<file path="config.mk">
export PLATFORM = sky130hd
export DESIGN_NAME = fa_acq_dma
export DESIGN_NICKNAME = d
export VERILOG_FILES = /design/src/fa_dma_pkg.sv /design/src/fa_dma_if.sv /design/src/fa_dma_writer.sv /design/src/fa_irq_ctrl.sv /design/src/fa_acq_dma.sv
export SDC_FILE = /design/constraint.sdc
export NUM_CORES = 1
export LEC_CHECK = 0
export BUFFER_PORTS_ARGS = -buffer_cell sky130_fd_sc_hd__buf_2
export CELL_PAD_IN_SITES_DETAIL_PLACEMENT = 1
export CELL_PAD_IN_SITES_GLOBAL_PLACEMENT = 2
export CORE_ASPECT_RATIO = 0.6
export CORE_MARGIN = 3
export CORE_UTILIZATION = 35
export DETAILED_ROUTE_END_ITERATION = 7
export PLACE_DENSITY = 0.74
export SLEW_MARGIN = 10
export SYNTH_ARGS = -nofsm -noshare
export SYNTH_HDL_FRONTEND = slang
export SYNTH_SLANG_ARGS = --single-unit
export TNS_END_PERCENT = 1
</file>
<file path="constraint.sdc">
create_clock -name pclk -period 4.67 [get_ports pclk]
set_clock_uncertainty 0.1 [all_clocks]
set_input_delay 0.467 -clock pclk [delete_from_list [all_inputs] [get_ports pclk]]
set_output_delay 0.467 -clock pclk [all_outputs]
set_load 0.005 [all_outputs]
</file>
<file path="src/fa_dma_pkg.sv">
// Shared constants, register map and types for the frame acquisition DMA block
package fa_dma_pkg;
  // ----------------------------------------
  // Register byte offsets
  // ----------------------------------------
  localparam logic [7:0] OFF_CMD        = 8'h00;  // Command code, write only
  localparam logic [7:0] OFF_STATUS     = 8'h04;  // Block state, read only
  localparam logic [7:0] OFF_PITCH      = 8'h08;  // Signed line pitch in bytes
  localparam logic [7:0] OFF_START      = 8'h0c;  // Byte offset of first line
  localparam logic [7:0] OFF_COUNT      = 8'h10;  // Bytes written this run
  localparam logic [7:0] OFF_INT_STATUS = 8'h14;  // Sticky events, read only
  localparam logic [7:0] OFF_INT_ENABLE = 8'h18;  // Event enables
  localparam logic [7:0] OFF_INT_CLEAR  = 8'h1c;  // Write one to clear
  localparam logic [7:0] OFF_TABLE      = 8'h40;  // Page address table base
  // ----------------------------------------
  // Sizes and reset values
  // ----------------------------------------
  localparam int          PAGE_BITS     = 12;     // 4K byte pages
  localparam int          TABLE_DEPTH   = 16;     // Entries in the table
  localparam int          TABLE_AW      = 4;      // Table index width
  localparam int          EVT_W         = 4;      // Number of event bits
  localparam logic [31:0] PITCH_RST     = 32'h0000_0000;
  localparam logic [31:0] START_RST     = 32'h0000_0000;
  localparam logic [31:0] WORD_BYTES    = 32'h0000_0004;
  // ----------------------------------------
  // Event bit positions
  // ----------------------------------------
  localparam int EVT_FRAME_DONE = 0;  // Frame fully in memory
  localparam int EVT_STARTED    = 1;  // First frame of a run began
  localparam int EVT_REJECT     = 2;  // Command refused
  localparam int EVT_OVERFLOW   = 3;  // Pixel lost, engine halted
  // ----------------------------------------
  // Command codes
  // ----------------------------------------
  typedef enum logic [2:0] {
    CMD_NONE        = 3'b000,
    CMD_CONTINUOUS  = 3'b001,
    CMD_SINGLE      = 3'b010,
    CMD_STOP_AT_END = 3'b011,
    CMD_STOP_NOW    = 3'b100,
    CMD_RECOVER     = 3'b101,
    CMD_DMA_START   = 3'b110,
    CMD_DMA_IDLE    = 3'b111
  } cmd_e;
  // ----------------------------------------
  // Acquisition states
  // ----------------------------------------
  typedef enum logic [2:0] {
    ST_IDLE   = 3'b000,  // Engine not started
    ST_READY  = 3'b001,  // Configured, not acquiring
    ST_ARMED  = 3'b010,  // Waiting for a frame start
    ST_ACTIVE = 3'b011,  // Moving a frame
    ST_HALTED = 3'b100   // Stopped hard or overflowed
  } acq_state_e;
endpackage : fa_dma_pkg

</file>
<file path="src/fa_dma_if.sv">
// Word write channel between the acquisition control and the memory writer
`timescale 1ns/1ps
interface fa_dma_if;
  logic        req;   // Word offered, one-cycle pulse
  logic [31:0] addr;  // Physical byte address
  logic [31:0] data;  // Pixel word
  logic        busy;  // Writer holds a word
  logic        ack;   // Word reached memory, pulse
  modport ctl (output req, output addr, output data, input busy, input ack);
  modport eng (input req, input addr, input data, output busy, output ack);
endinterface : fa_dma_if

</file>
<file path="src/fa_dma_writer.sv">
// One-word memory write stage with valid/ready toward host memory
`timescale 1ns/1ps
module fa_dma_writer (
  input  wire logic  pclk,
  input  wire logic  presetn,
  fa_dma_if.eng      ch,
  output logic       mem_valid,
  output logic [31:0] mem_addr,
  output logic [31:0] mem_data,
  input  wire logic  mem_ready
);
  // ----------------------------------------
  // Hold stage
  // ----------------------------------------
  logic ack_r;  // Completion pulse

  // Load one word, keep it until memory takes it
  always_ff @(posedge pclk or negedge presetn) begin
    if (!presetn) begin
      mem_valid <= 1'b0;
      mem_addr  <= 32'h0000_0000;
      mem_data  <= 32'h0000_0000;
    end else if (mem_valid) begin
      if (mem_ready) begin
        mem_valid <= 1'b0;  // Handed over
      end
    end else if (ch.req) begin
      mem_valid <= 1'b1;
      mem_addr  <= ch.addr;
      mem_data  <= ch.data;
    end
  end

  // Pulse when the word lands
  always_ff @(posedge pclk or negedge presetn) begin
    if (!presetn) begin
      ack_r <= 1'b0;
    end else begin
      ack_r <= mem_valid & mem_ready;
    end
  end

  assign ch.busy = mem_valid;
  assign ch.ack  = ack_r;
endmodule : fa_dma_writer

</file>
<file path="src/fa_irq_ctrl.sv">
// Sticky event status, enable mask and level interrupt output
`timescale 1ns/1ps
module fa_irq_ctrl (
  input  wire logic       pclk,
  input  wire logic       presetn,
  input  wire logic [3:0] evt_set,
  input  wire logic [3:0] evt_clr,
  input  wire logic [3:0] evt_en,
  output logic      [3:0] evt_status,
  output logic            irq
);
  // ----------------------------------------
  // Status and line
  // ----------------------------------------
  // Set wins over a clear in the same cycle so no event is lost
  always_ff @(posedge pclk or negedge presetn) begin
    if (!presetn) begin
      evt_status <= 4'h0;
    end else begin
      evt_status <= (evt_status & ~evt_clr) | evt_set;
    end
  end

  // Registered level, high while an enabled bit stands
  always_ff @(posedge pclk or negedge presetn) begin
    if (!presetn) begin
      irq <= 1'b0;
    end else begin
      irq <= |(evt_status & evt_en);
    end
  end
endmodule : fa_irq_ctrl

</file>
<file path="src/fa_acq_dma.sv">
// Frame acquisition control and scatter-gather DMA with APB registers
`timescale 1ns/1ps
//
// Functional notes
// - Continuous: wait frame start, take every frame
// - Single: wait frame start, take one frame
// - Stop at end: finish frame, then cease
// - Immediate stop halts mid-frame, drops rest
// - After immediate stop, refuse until recover
// - Recover restores configured acquisition and DMA state
// - Capture commands while running are rejected
// - Frame done event when last word lands
// - Page table scatters data per 4K page
// - Signed line pitch, negative allowed
// - Readable count of bytes moved
// - Detectable start of first continuous frame
// - Engine started after table load, idled on cleanup
module fa_acq_dma (
  input  wire logic        pclk,
  input  wire logic        presetn,
  input  wire logic        psel,
  input  wire logic        penable,
  input  wire logic        pwrite,
  input  wire logic [31:0] paddr,
  input  wire logic [31:0] pwdata,
  output logic      [31:0] prdata,
  output logic             pready,
  output logic             pslverr,
  input  wire logic        frame_start,
  input  wire logic        line_end,
  input  wire logic        frame_end,
  input  wire logic        pix_valid,
  input  wire logic [31:0] pix_data,
  output logic             mem_valid,
  output logic      [31:0] mem_addr,
  output logic      [31:0] mem_data,
  input  wire logic        mem_ready,
  output logic             irq
);
  // ----------------------------------------
  // Helpers
  // ----------------------------------------
  // True when an APB address is word aligned and inside the table window
  function automatic logic table_hit(input logic [31:0] a);
    table_hit = (a[31:6] == {24'h00_0000, fa_dma_pkg::OFF_TABLE[7:6]}) && (a[1:0] == 2'b00);
  endfunction : table_hit

  // Virtual byte offset to physical address through the page table
  function automatic logic [31:0] phys_of(input logic [31:0] base, input logic [31:0] off);
    phys_of = {base[31:fa_dma_pkg::PAGE_BITS], off[fa_dma_pkg::PAGE_BITS-1:0]};
  endfunction : phys_of

  // ----------------------------------------
  // Declarations
  // ----------------------------------------
  fa_dma_if ch ();                                   // Writer channel
  fa_dma_pkg::acq_state_e state_r;                   // Acquisition state
  logic                   cont_r;                    // Continuous run
  logic                   first_r;                   // First frame not yet begun
  logic                   eof_pend_r;                // Frame ended, draining
  logic                   ovf_r;                     // Latched overflow
  logic                   stopped_r;                 // Latched immediate stop
  logic                   dma_on_r;                  // Engine started
  logic            [31:0] pitch_r;                   // Signed line pitch
  logic            [31:0] start_r;                   // First line offset
  logic            [31:0] count_r;                   // Bytes landed
  logic            [31:0] line_r;                    // Current line offset
  logic            [31:0] col_r;                     // Byte within line
  logic            [31:0] table_r [fa_dma_pkg::TABLE_DEPTH];  // Page addresses
  logic             [3:0] evt_en_r;                  // Interrupt enables
  logic             [3:0] evt_clr;                   // Clear strobes
  logic             [3:0] evt_set;                   // Event pulses
  logic             [3:0] evt_status;                // Sticky events
  logic                   reject_evt;                // Refused command
  logic                   start_evt;                 // Run began
  logic                   done_evt;                  // Frame landed
  logic                   ovf_evt;                   // Pixel lost
  logic                   push;                      // Word offered
  logic            [31:0] voff;                      // Virtual byte offset
  logic                   apb_acc;                   // Access phase
  logic                   wr_en;                     // Write takes effect
  logic                   cmd_wr;                    // Command write
  fa_dma_pkg::cmd_e       cmd;                       // Decoded command
  logic            [31:0] rd_word;                   // Read mux
  logic                   rd_ok;                     // Address is mapped

  // ----------------------------------------
  // APB slave
  // ----------------------------------------
  // One wait state keeps pready, prdata and pslverr on flops
  assign apb_acc = psel & penable;
  assign wr_en   = apb_acc & pwrite & pready & ~pslverr;
  assign cmd_wr  = wr_en & (paddr[7:0] == fa_dma_pkg::OFF_CMD) & (paddr[31:8] == 24'h00_0000);
  assign cmd     = fa_dma_pkg::cmd_e'(pwdata[2:0]);

  // Read decode; unmapped answers with an error and zero data
  always_comb begin
    rd_word = 32'h0000_0000;
    rd_ok   = 1'b1;
    if (table_hit(paddr)) begin
      rd_word = table_r[paddr[5:2]];
    end else if (paddr[31:8] != 24'h00_0000) begin
      rd_ok = 1'b0;
    end else begin
      case (paddr[7:0])
        fa_dma_pkg::OFF_CMD:        rd_word = 32'h0000_0000;  // Write only
        fa_dma_pkg::OFF_STATUS:     rd_word = {24'h00_0000, dma_on_r, stopped_r, ovf_r,
                                               eof_pend_r, cont_r, state_r};
        fa_dma_pkg::OFF_PITCH:      rd_word = pitch_r;
        fa_dma_pkg::OFF_START:      rd_word = start_r;
        fa_dma_pkg::OFF_COUNT:      rd_word = count_r;
        fa_dma_pkg::OFF_INT_STATUS: rd_word = {28'h000_0000, evt_status};
        fa_dma_pkg::OFF_INT_ENABLE: rd_word = {28'h000_0000, evt_en_r};
        fa_dma_pkg::OFF_INT_CLEAR:  rd_word = 32'h0000_0000;  // Write only
        default:                    rd_ok   = 1'b0;
      endcase
    end
  end

  // Answer one cycle into the access phase, then drop
  always_ff @(posedge pclk or negedge presetn) begin
    if (!presetn) begin
      pready  <= 1'b0;
      pslverr <= 1'b0;
      prdata  <= 32'h0000_0000;
    end else if (apb_acc & ~pready) begin
      pready  <= 1'b1;
      pslverr <= ~rd_ok;
      prdata  <= pwrite ? 32'h0000_0000 : rd_word;
    end else begin
      pready  <= 1'b0;
      pslverr <= 1'b0;
    end
  end

  // ----------------------------------------
  // Configuration registers
  // ----------------------------------------
  // Pitch and first-line offset are fixed for a run by software
  always_ff @(posedge pclk or negedge presetn) begin
    if (!presetn) begin
      pitch_r  <= fa_dma_pkg::PITCH_RST;
      start_r  <= fa_dma_pkg::START_RST;
      evt_en_r <= 4'h0;
    end else if (wr_en && paddr[31:8] == 24'h00_0000) begin
      case (paddr[7:0])
        fa_dma_pkg::OFF_PITCH:      pitch_r  <= pwdata;
        fa_dma_pkg::OFF_START:      start_r  <= pwdata;
        fa_dma_pkg::OFF_INT_ENABLE: evt_en_r <= pwdata[3:0];
        default:                    pitch_r  <= pitch_r;
      endcase
    end
  end

  // Page address table; host loads it before starting the engine
  always_ff @(posedge pclk) begin
    if (wr_en && table_hit(paddr)) begin
      table_r[paddr[5:2]] <= pwdata;
    end
  end

  // Clear strobes for the sticky events
  assign evt_clr = (wr_en && paddr == {24'h00_0000, fa_dma_pkg::OFF_INT_CLEAR}) ? pwdata[3:0] : 4'h0;

  // ----------------------------------------
  // Acquisition control
  // ----------------------------------------
  // Main state; commands, frame markers and faults steer it
  always_ff @(posedge pclk or negedge presetn) begin
    if (!presetn) begin
      state_r <= fa_dma_pkg::ST_IDLE;
      cont_r  <= 1'b0;
      first_r <= 1'b0;
    end else if (ovf_evt) begin
      state_r <= fa_dma_pkg::ST_HALTED;
      cont_r  <= 1'b0;
    end else if (cmd_wr) begin
      case (cmd)
        fa_dma_pkg::CMD_CONTINUOUS,
        fa_dma_pkg::CMD_SINGLE: begin
          // Only a configured, quiet engine takes a capture
          if (state_r == fa_dma_pkg::ST_READY) begin
            state_r <= fa_dma_pkg::ST_ARMED;
            cont_r  <= (cmd == fa_dma_pkg::CMD_CONTINUOUS);
            first_r <= 1'b1;
          end
        end
        fa_dma_pkg::CMD_STOP_AT_END: begin
          cont_r <= 1'b0;
          if (state_r == fa_dma_pkg::ST_ARMED) begin
            state_r <= fa_dma_pkg::ST_READY;
          end
        end
        fa_dma_pkg::CMD_STOP_NOW: begin
          if (state_r != fa_dma_pkg::ST_IDLE) begin
            state_r <= fa_dma_pkg::ST_HALTED;
          end
          cont_r <= 1'b0;
        end
        fa_dma_pkg::CMD_RECOVER: begin
          if (state_r == fa_dma_pkg::ST_HALTED) begin
            state_r <= fa_dma_pkg::ST_READY;
          end
        end
        fa_dma_pkg::CMD_DMA_START: begin
          if (state_r == fa_dma_pkg::ST_IDLE) begin
            state_r <= fa_dma_pkg::ST_READY;
          end
        end
        fa_dma_pkg::CMD_DMA_IDLE: begin
          state_r <= fa_dma_pkg::ST_IDLE;
          cont_r  <= 1'b0;
        end
        default: state_r <= state_r;
      endcase
    end else begin
      case (state_r)
        fa_dma_pkg::ST_ARMED: begin
          if (frame_start) begin
            state_r <= fa_dma_pkg::ST_ACTIVE;
            first_r <= 1'b0;
          end
        end
        fa_dma_pkg::ST_ACTIVE: begin
          if (frame_end) begin
            // Continuous waits for the next frame, single ends here
            state_r <= cont_r ? fa_dma_pkg::ST_ARMED : fa_dma_pkg::ST_READY;
          end
        end
        default: state_r <= state_r;
      endcase
    end
  end

  // Fault latches; only recover or cleanup clears them
  always_ff @(posedge pclk or negedge presetn) begin
    if (!presetn) begin
      ovf_r     <= 1'b0;
      stopped_r <= 1'b0;
    end else if (ovf_evt) begin
      ovf_r <= 1'b1;
    end else if (cmd_wr && (cmd == fa_dma_pkg::CMD_RECOVER || cmd == fa_dma_pkg::CMD_DMA_IDLE)) begin
      ovf_r     <= 1'b0;
      stopped_r <= 1'b0;
    end else if (cmd_wr && cmd == fa_dma_pkg::CMD_STOP_NOW && state_r != fa_dma_pkg::ST_IDLE) begin
      stopped_r <= 1'b1;
    end
  end

  // Engine running flag
  always_ff @(posedge pclk or negedge presetn) begin
    if (!presetn) begin
      dma_on_r <= 1'b0;
    end else if (cmd_wr && cmd == fa_dma_pkg::CMD_DMA_START) begin
      dma_on_r <= 1'b1;
    end else if (cmd_wr && cmd == fa_dma_pkg::CMD_DMA_IDLE) begin
      dma_on_r <= 1'b0;
    end
  end

  // Capture refused: running, halted, or engine not set up
  assign reject_evt = cmd_wr && (cmd == fa_dma_pkg::CMD_CONTINUOUS || cmd == fa_dma_pkg::CMD_SINGLE)
                      && state_r != fa_dma_pkg::ST_READY;
  assign start_evt  = ~cmd_wr & ~ovf_evt & (state_r == fa_dma_pkg::ST_ARMED) & frame_start & first_r;

  // ----------------------------------------
  // Address generation
  // ----------------------------------------
  // Line base moves by the signed pitch; column by whole words
  always_ff @(posedge pclk or negedge presetn) begin
    if (!presetn) begin
      line_r <= 32'h0000_0000;
      col_r  <= 32'h0000_0000;
    end else if (state_r == fa_dma_pkg::ST_ARMED && frame_start) begin
      line_r <= start_r;
      col_r  <= 32'h0000_0000;
    end else if (state_r == fa_dma_pkg::ST_ACTIVE) begin
      if (line_end) begin
        line_r <= line_r + pitch_r;
        col_r  <= 32'h0000_0000;
      end else if (push) begin
        col_r <= col_r + fa_dma_pkg::WORD_BYTES;
      end
    end
  end

  // A word lost to a busy writer is an overflow, never a stall
  assign voff    = line_r + col_r;
  assign push    = (state_r == fa_dma_pkg::ST_ACTIVE) & pix_valid & ~ch.busy & ~(cmd_wr & cmd == fa_dma_pkg::CMD_STOP_NOW);
  assign ovf_evt = (state_r == fa_dma_pkg::ST_ACTIVE) & pix_valid & ch.busy;

  assign ch.req  = push;
  assign ch.addr = phys_of(table_r[voff[fa_dma_pkg::PAGE_BITS+fa_dma_pkg::TABLE_AW-1:fa_dma_pkg::PAGE_BITS]],
                           voff);
  assign ch.data = pix_data;

  // ----------------------------------------
  // Completion and progress
  // ----------------------------------------
  // Frame done waits until the last word has landed in memory
  always_ff @(posedge pclk or negedge presetn) begin
    if (!presetn) begin
      eof_pend_r <= 1'b0;
    end else if (ovf_evt || (cmd_wr && (cmd == fa_dma_pkg::CMD_STOP_NOW || cmd == fa_dma_pkg::CMD_RECOVER))) begin
      eof_pend_r <= 1'b0;
    end else if (state_r == fa_dma_pkg::ST_ACTIVE && frame_end) begin
      eof_pend_r <= 1'b1;
    end else if (done_evt) begin
      eof_pend_r <= 1'b0;
    end
  end
  assign done_evt = eof_pend_r & ~ch.busy & ~ch.req;

  // Bytes landed since the last accepted capture or recover
  always_ff @(posedge pclk or negedge presetn) begin
    if (!presetn) begin
      count_r <= 32'h0000_0000;
    end else if (cmd_wr && state_r == fa_dma_pkg::ST_READY &&
                 (cmd == fa_dma_pkg::CMD_CONTINUOUS || cmd == fa_dma_pkg::CMD_SINGLE)) begin
      count_r <= 32'h0000_0000;
    end else if (cmd_wr && cmd == fa_dma_pkg::CMD_RECOVER) begin
      count_r <= 32'h0000_0000;
    end else if (ch.ack) begin
      count_r <= count_r + fa_dma_pkg::WORD_BYTES;
    end
  end

  // ----------------------------------------
  // Events and submodules
  // ----------------------------------------
  always_comb begin
    evt_set                             = 4'h0;
    evt_set[fa_dma_pkg::EVT_FRAME_DONE] = done_evt;
    evt_set[fa_dma_pkg::EVT_STARTED]    = start_evt;
    evt_set[fa_dma_pkg::EVT_REJECT]     = reject_evt;
    evt_set[fa_dma_pkg::EVT_OVERFLOW]   = ovf_evt;
  end

  fa_irq_ctrl u_irq (
    .pclk       (pclk),
    .presetn    (presetn),
    .evt_set    (evt_set),
    .evt_clr    (evt_clr),
    .evt_en     (evt_en_r),
    .evt_status (evt_status),
    .irq        (irq)
  );

  fa_dma_writer u_writer (
    .pclk      (pclk),
    .presetn   (presetn),
    .ch        (ch),
    .mem_valid (mem_valid),
    .mem_addr  (mem_addr),
    .mem_data  (mem_data),
    .mem_ready (mem_ready)
  );
endmodule : fa_acq_dma

</file>
# Word level (Yosys, flattened, before mapping)
# Memory sizes are Yosys's and may differ from the RTL's. A register that Yosys moved wholly into a read port is not among the register bits.
# Cells that the tools add are included.
# W data, S select, Z words.
# totals
ramBits,512
out_inout_bits,100
romBits,0
latch_bits,0
n_memories,1
register_bits,278
# op_classes
eq_ne,32
addsub,4
bitwise_logic,31
shift,0
mux,55
n_reduce_logical,55
n_mul,0
div_mod_pow,0
n_lt_le_gt_ge,0
# mem_list
name,depth,word_bits,rd,rd_ports_with_merged_regs,wr,line_no,rtl
table_r,16,32,2,1,1,fa_acq_dma.sv:69,logic [31:0] table_r [fa_dma_pkg::TABLE_DEPTH];
# op_table
op,count
$mux W32,13
$pmux W32 S6,1
$add A32 B3 Y32 const B,2
$add A32 B32 Y32,1
$eq A32 B5 Y1 const B,1
$eq A8 B5 Y1 const B,4
$ne A4 B4 Y1 const B,7
$mux W1,27
$mux W3,9
$eq A26 B1 Y1 const B,1
$logic_not A24 Y1,1
$reduce_bool A24 Y1,1
$and A1 B1 Y1,19
$pmux W3 S6,1
$logic_and A1 B1 Y1,17
$add A16 B16 Y16,1
$eq A8 B4 Y1 const B,2
$reduce_bool A2 Y1,8
$eq A3 B3 Y1 const B,5
$reduce_bool A3 Y1,5
$reduce_and A2 Y1,7
$eq A3 B2 Y1 const B,4
$reduce_and A9 Y1,1
$and A4 B4 Y4,2
other kinds (25),37

# Depth between registers and ports, before layout
# depth
depth_word,14
depth_mapped,11
depth_no_buf,10

# Modules after synthesis
# Synthesis repeated with hierarchy kept, for this count alone.
# unflattened
hier_cells,2321
hier_area_um2,34553.1
# modules_own_cells
module,cells_each,seq_area_each_um2,instances,area_per_inst_um2
fa_acq_dma,2163,19653.8,1,31589.0
fa_dma_writer,142,1651.6,1,2773.9
fa_irq_ctrl,16,125.1,1,190.2

# Least setup slack after synthesis
# Ideal clock, no wire load.
# synth_path
kind,input to register
startpoint,input port paddr[3]
endpoint,memory table_r[1][0] (enable)
n_path_buf,4
arrival_time_ns,3.962
stages,7
path_slack_ns,0.147
cell_sequence,clkbuf_1 -> buf_2 -> buf_2 -> buf_2 -> nand2b_1 -> or3_1 -> nor3_1
# synth_lines
element,line_no,rtl
start: declaration,fa_acq_dma.sv:24,"input wire logic [31:0] paddr,"
end: declaration,fa_acq_dma.sv:69,
# No word-level cell before the write port.

# Final worst setup path
# layout_path
startpoint,register col_r[8]
endpoint,register u_writer.mem_addr[19] (read register of table_r)
# layout_via
elab_chain_len,1
# layout_rtl
element,line_no,rtl
start: declaration,fa_acq_dma.sv:68,logic [31:0] col_r;
start signal: assignment,fa_acq_dma.sv:282,col_r <= col_r + fa_dma_pkg::WORD_BYTES;
$add A16 B16 Y16,fa_acq_dma.sv:288,assign voff = line_r + col_r;
end: declaration,fa_dma_writer.sv:8,"output logic [31:0] mem_addr,"
# No other way between the ends.
# A chain may end at the register's enable or synchronous reset.

==> results.yml <==
outcome:
  outcome: "finished with violations"
  violations: "design-rule violations"
detailed_routing:
  first_pass_iters: 8
  drc: 2
  routedWlPerCell_um: 29.9
  ant_nets: 0
  routed_via_density: 6.00
  drt-initial-drc-count: 3522
  vias: 24314
  finalWirelength_um: 121000
critical_path:
  worstSetupPathType: "flop to flop"
  r2r_end: "u_writer.mem_addr[19]"
  arrival_ns: 4.59
  crit_start: "col_r[8]"
  reg2reg_from: "col_r[8]"
  reg2regPathDepth: 10
  slowest_stage: "a22oi_4"
  r2r_slack_ns: 0.53
  cp.buffers_inverters: 1
  cpLargestDelayFamily: "compound AO/OA/AOI/OAI gates"
  critPathCaptureType: "flop"
  cpPeakStageDelay_ns: 0.74
  path_cells: "ha_1, a211oi_1, o32ai_2, a211o_1, a22oi_4, buf_4, o22ai_1, o21ai_0, a21oi_1, o41ai_2"
  required_ns: 5.12
  worstPathMaxFanout: 21
  start_kind: "flop"
die:
  die_w_um: 414
  start_util_pct: 35.5
  io_pins: 206
  rows: 89
  core-area_um2: 98800
  dieArea_um2: 104000
  die_h_um: 251
clock_network:
  clockRootBuffer: "clkbuf_16"
  numCtsBuffers: 74
  postCtsHoldBufs: 34
  path_clk_slew_ns: 0.06
  cts_tree: "yes"
  numClockSinks: 754
  htreeDepth: 3
  clockBufferDepth: 3
  clock_latency_ns: 0.66
  cts-resized-gates: 0
  postCtsSetupRepairBufs: 0
min_path:
  min_delay_worst_endpoint: "eof_pend_r"
  whs_path_depth: 3
  min_from: "frame_end"
  hold_path.class: "input port to flop"
sta:
  setup_ws_ns: 0.534
  hold_violations: 0
  max_freq_ghz: 0.242
  max-slew-margin-rel_pct: 25.5
  holdWs_ns: 0.0943
  rsz0062_at_grt: "false"
  post-route-period-util_pct: 88.6
  slew_viol_final: 0
  period_needed_ns: 4.14
  finalSetupViolations: 0
  worstMarginPinSlew_ns: 1.12
  finalSetupTns_ns: 0
pwr:
  vdd_ir_drop_max_uv: 243
  swShare_pct: 21.8
  p_int_mw: 11.0
  comb_power_share_pct: 3.9
  p_seq_share_pct: 51.0
  p_leak_nw: 15.3
  p_clk_share_pct: 45.1
  p_sw_mw: 3.05
  p_per_area_nw_per_um2: 345
global_route:
  grt-ovfl-total: 0
  track_usage_pct: 23.0
  antenna_found_initial: 8
  grt.met1_usage_pct: 33.6
  first_global_vias: 25119
  grt_first_pass_wirelength_um: 176000
  met3_usage_pct: 5.66
  grt_max_degree: 115
  gr-usage-met2_pct: 34.1
  grt-busiest-layer: "met2"
yosys:
  syn_avg_cell_area_um2: 14.3
  synth_edf_count: 512
  async_flop_share_pct: 32.1
  syn-num-nets: 2589
  synth_area_leaders: "edfxtp_1 44%, dfrtp_1 17%, mux4_2 10%"
  synth_top_area_cell: "edfxtp_1"
  yosysTopAreaCellShare_pct: 43.9
  synth_area_um2: 35000
  synth_commonest_cells: "512 x edfxtp_1, 380 x nand2_1, 242 x dfrtp_1"
  ys_types: 75
  synthFlopType: "edfxtp_1"
  synthCells: 2452
  synth.yosys.seq_area_share_pct: 61.2
  ys_warn_count: 0
  yosysMostFrequentCell: "edfxtp_1"
  ys_ff_latch: 754
layout:
  nFillCells: 10039
  area.growth.synth_to_final_pct: 16.0
  layout.nets: 2807
  seqCellArea_um2: 21400
  drive_gt1_share_pct: 27.3
  multi_input_area_um2: 13000
  finalInstanceArea_um2: 40600
placed_design:
  dp_hpwl_um: 74000
  post_dp_cell_area_um2: 37800
  preCtsSetupSlack_ns: 0.585
  place_congestion: 0.852
  io_buffers: 205
run:
  cap_viol_max_count: 0
metrics by stage:
stage	power [mW]	cells	util, %
after detailed placement	7.81	3879	38.3
after global placement	7.79	3879	38.3
after CTS	14.2	4049	41.1
after global routing	14.5	4049	41.1
final	14.0	4051	41.1
after floorplan	7.53	2452	-
cells by family (layout without fill, tap and decap cells):
logic type,count (synthesis),after routing,synth area share [%]
compound gates,428,428,9.73
fa+ha+maj,31,31,1.13
simple gates,650,650,8.01
buf+inv,182,460,2.26
flops,754,754,61.2
mux,339,339,15.9
xor+xnor,68,68,1.78
other cells,0,2,0
how the worst max path moves through the flow:
stage | endpoint | cells past startpoint
floorplan | table_r[1][0] | 7
global placement | u_writer.mem_addr[18] | 10
detailed placement | u_writer.mem_addr[19] | 10
CTS | u_writer.mem_addr[19] | 10
global route | u_writer.mem_addr[13] | 10
finish | u_writer.mem_addr[19] | 10
flip-flops by register name, summed over array words and instances, names as in the netlist, 14 cells and up:
| name | count |
|---|---|
| pitch_r | 32 |
| u_writer.mem_addr | 32 |
| prdata | 32 |
| col_r | 14 |
| start_r | 32 |
| line_r | 16 |
| table_r | 512 |
| count_r | 30 |
| u_writer.mem_data | 32 |
metal layers:
layer,share of wire [%],up-vias
li1,-,10068
met1,44,12858
met2,44,1205
met3,9.8,181
met4,2.5,2
met5,0.0091,-
placed cells by master, fill, tap and decap left out, drive strengths merged, types with 34 or more instances in the layout:
master,n
nand3,68
nor2,92
nand2,380
nor3,34
mux2,123
mux2i,56
a21oi,75
a222oi,80
dfrtp,242
buf,273
o22ai,42
edfxtp,512
dlygate4sd3,34
o21ai,61
xnor2,35
a22o,35
mux4,160
clkbuf,99
layout make-up:
| class | instances | share of cell area (%) |
|---|---|---|
| flip-flops and latches | 754 | 52.7 |
| clock inverters | 37 | 0.939 |
| diodes | 2 | 0.0123 |
| repair buffers | 307 | 4.80 |
| multi-input cells | 1516 | 32.1 |
| clock buffers | 99 | 5.22 |
| inverters | 17 | 0.157 |
| well taps | 1319 | 4.06 |
worst min-delay path: cells and delay by family:
family	cells	cell delay, ns
AOI/OAI and AO/OA	1	0.14
buffers and inverters	1	0.13
and+or+nand+nor	1	0.06
power by group through the flow:
stage               Combinational, mW  Sequential, mW  Clock (mW)
floorplan                       0.240            7.29           0
global placement                0.506            7.29           0
detailed placement              0.519            7.29           0
CTS                             0.543            7.15        6.47
global route                    0.579            7.14        6.75
finish                          0.539            7.15        6.32
(Power assumes the default switching activity.)
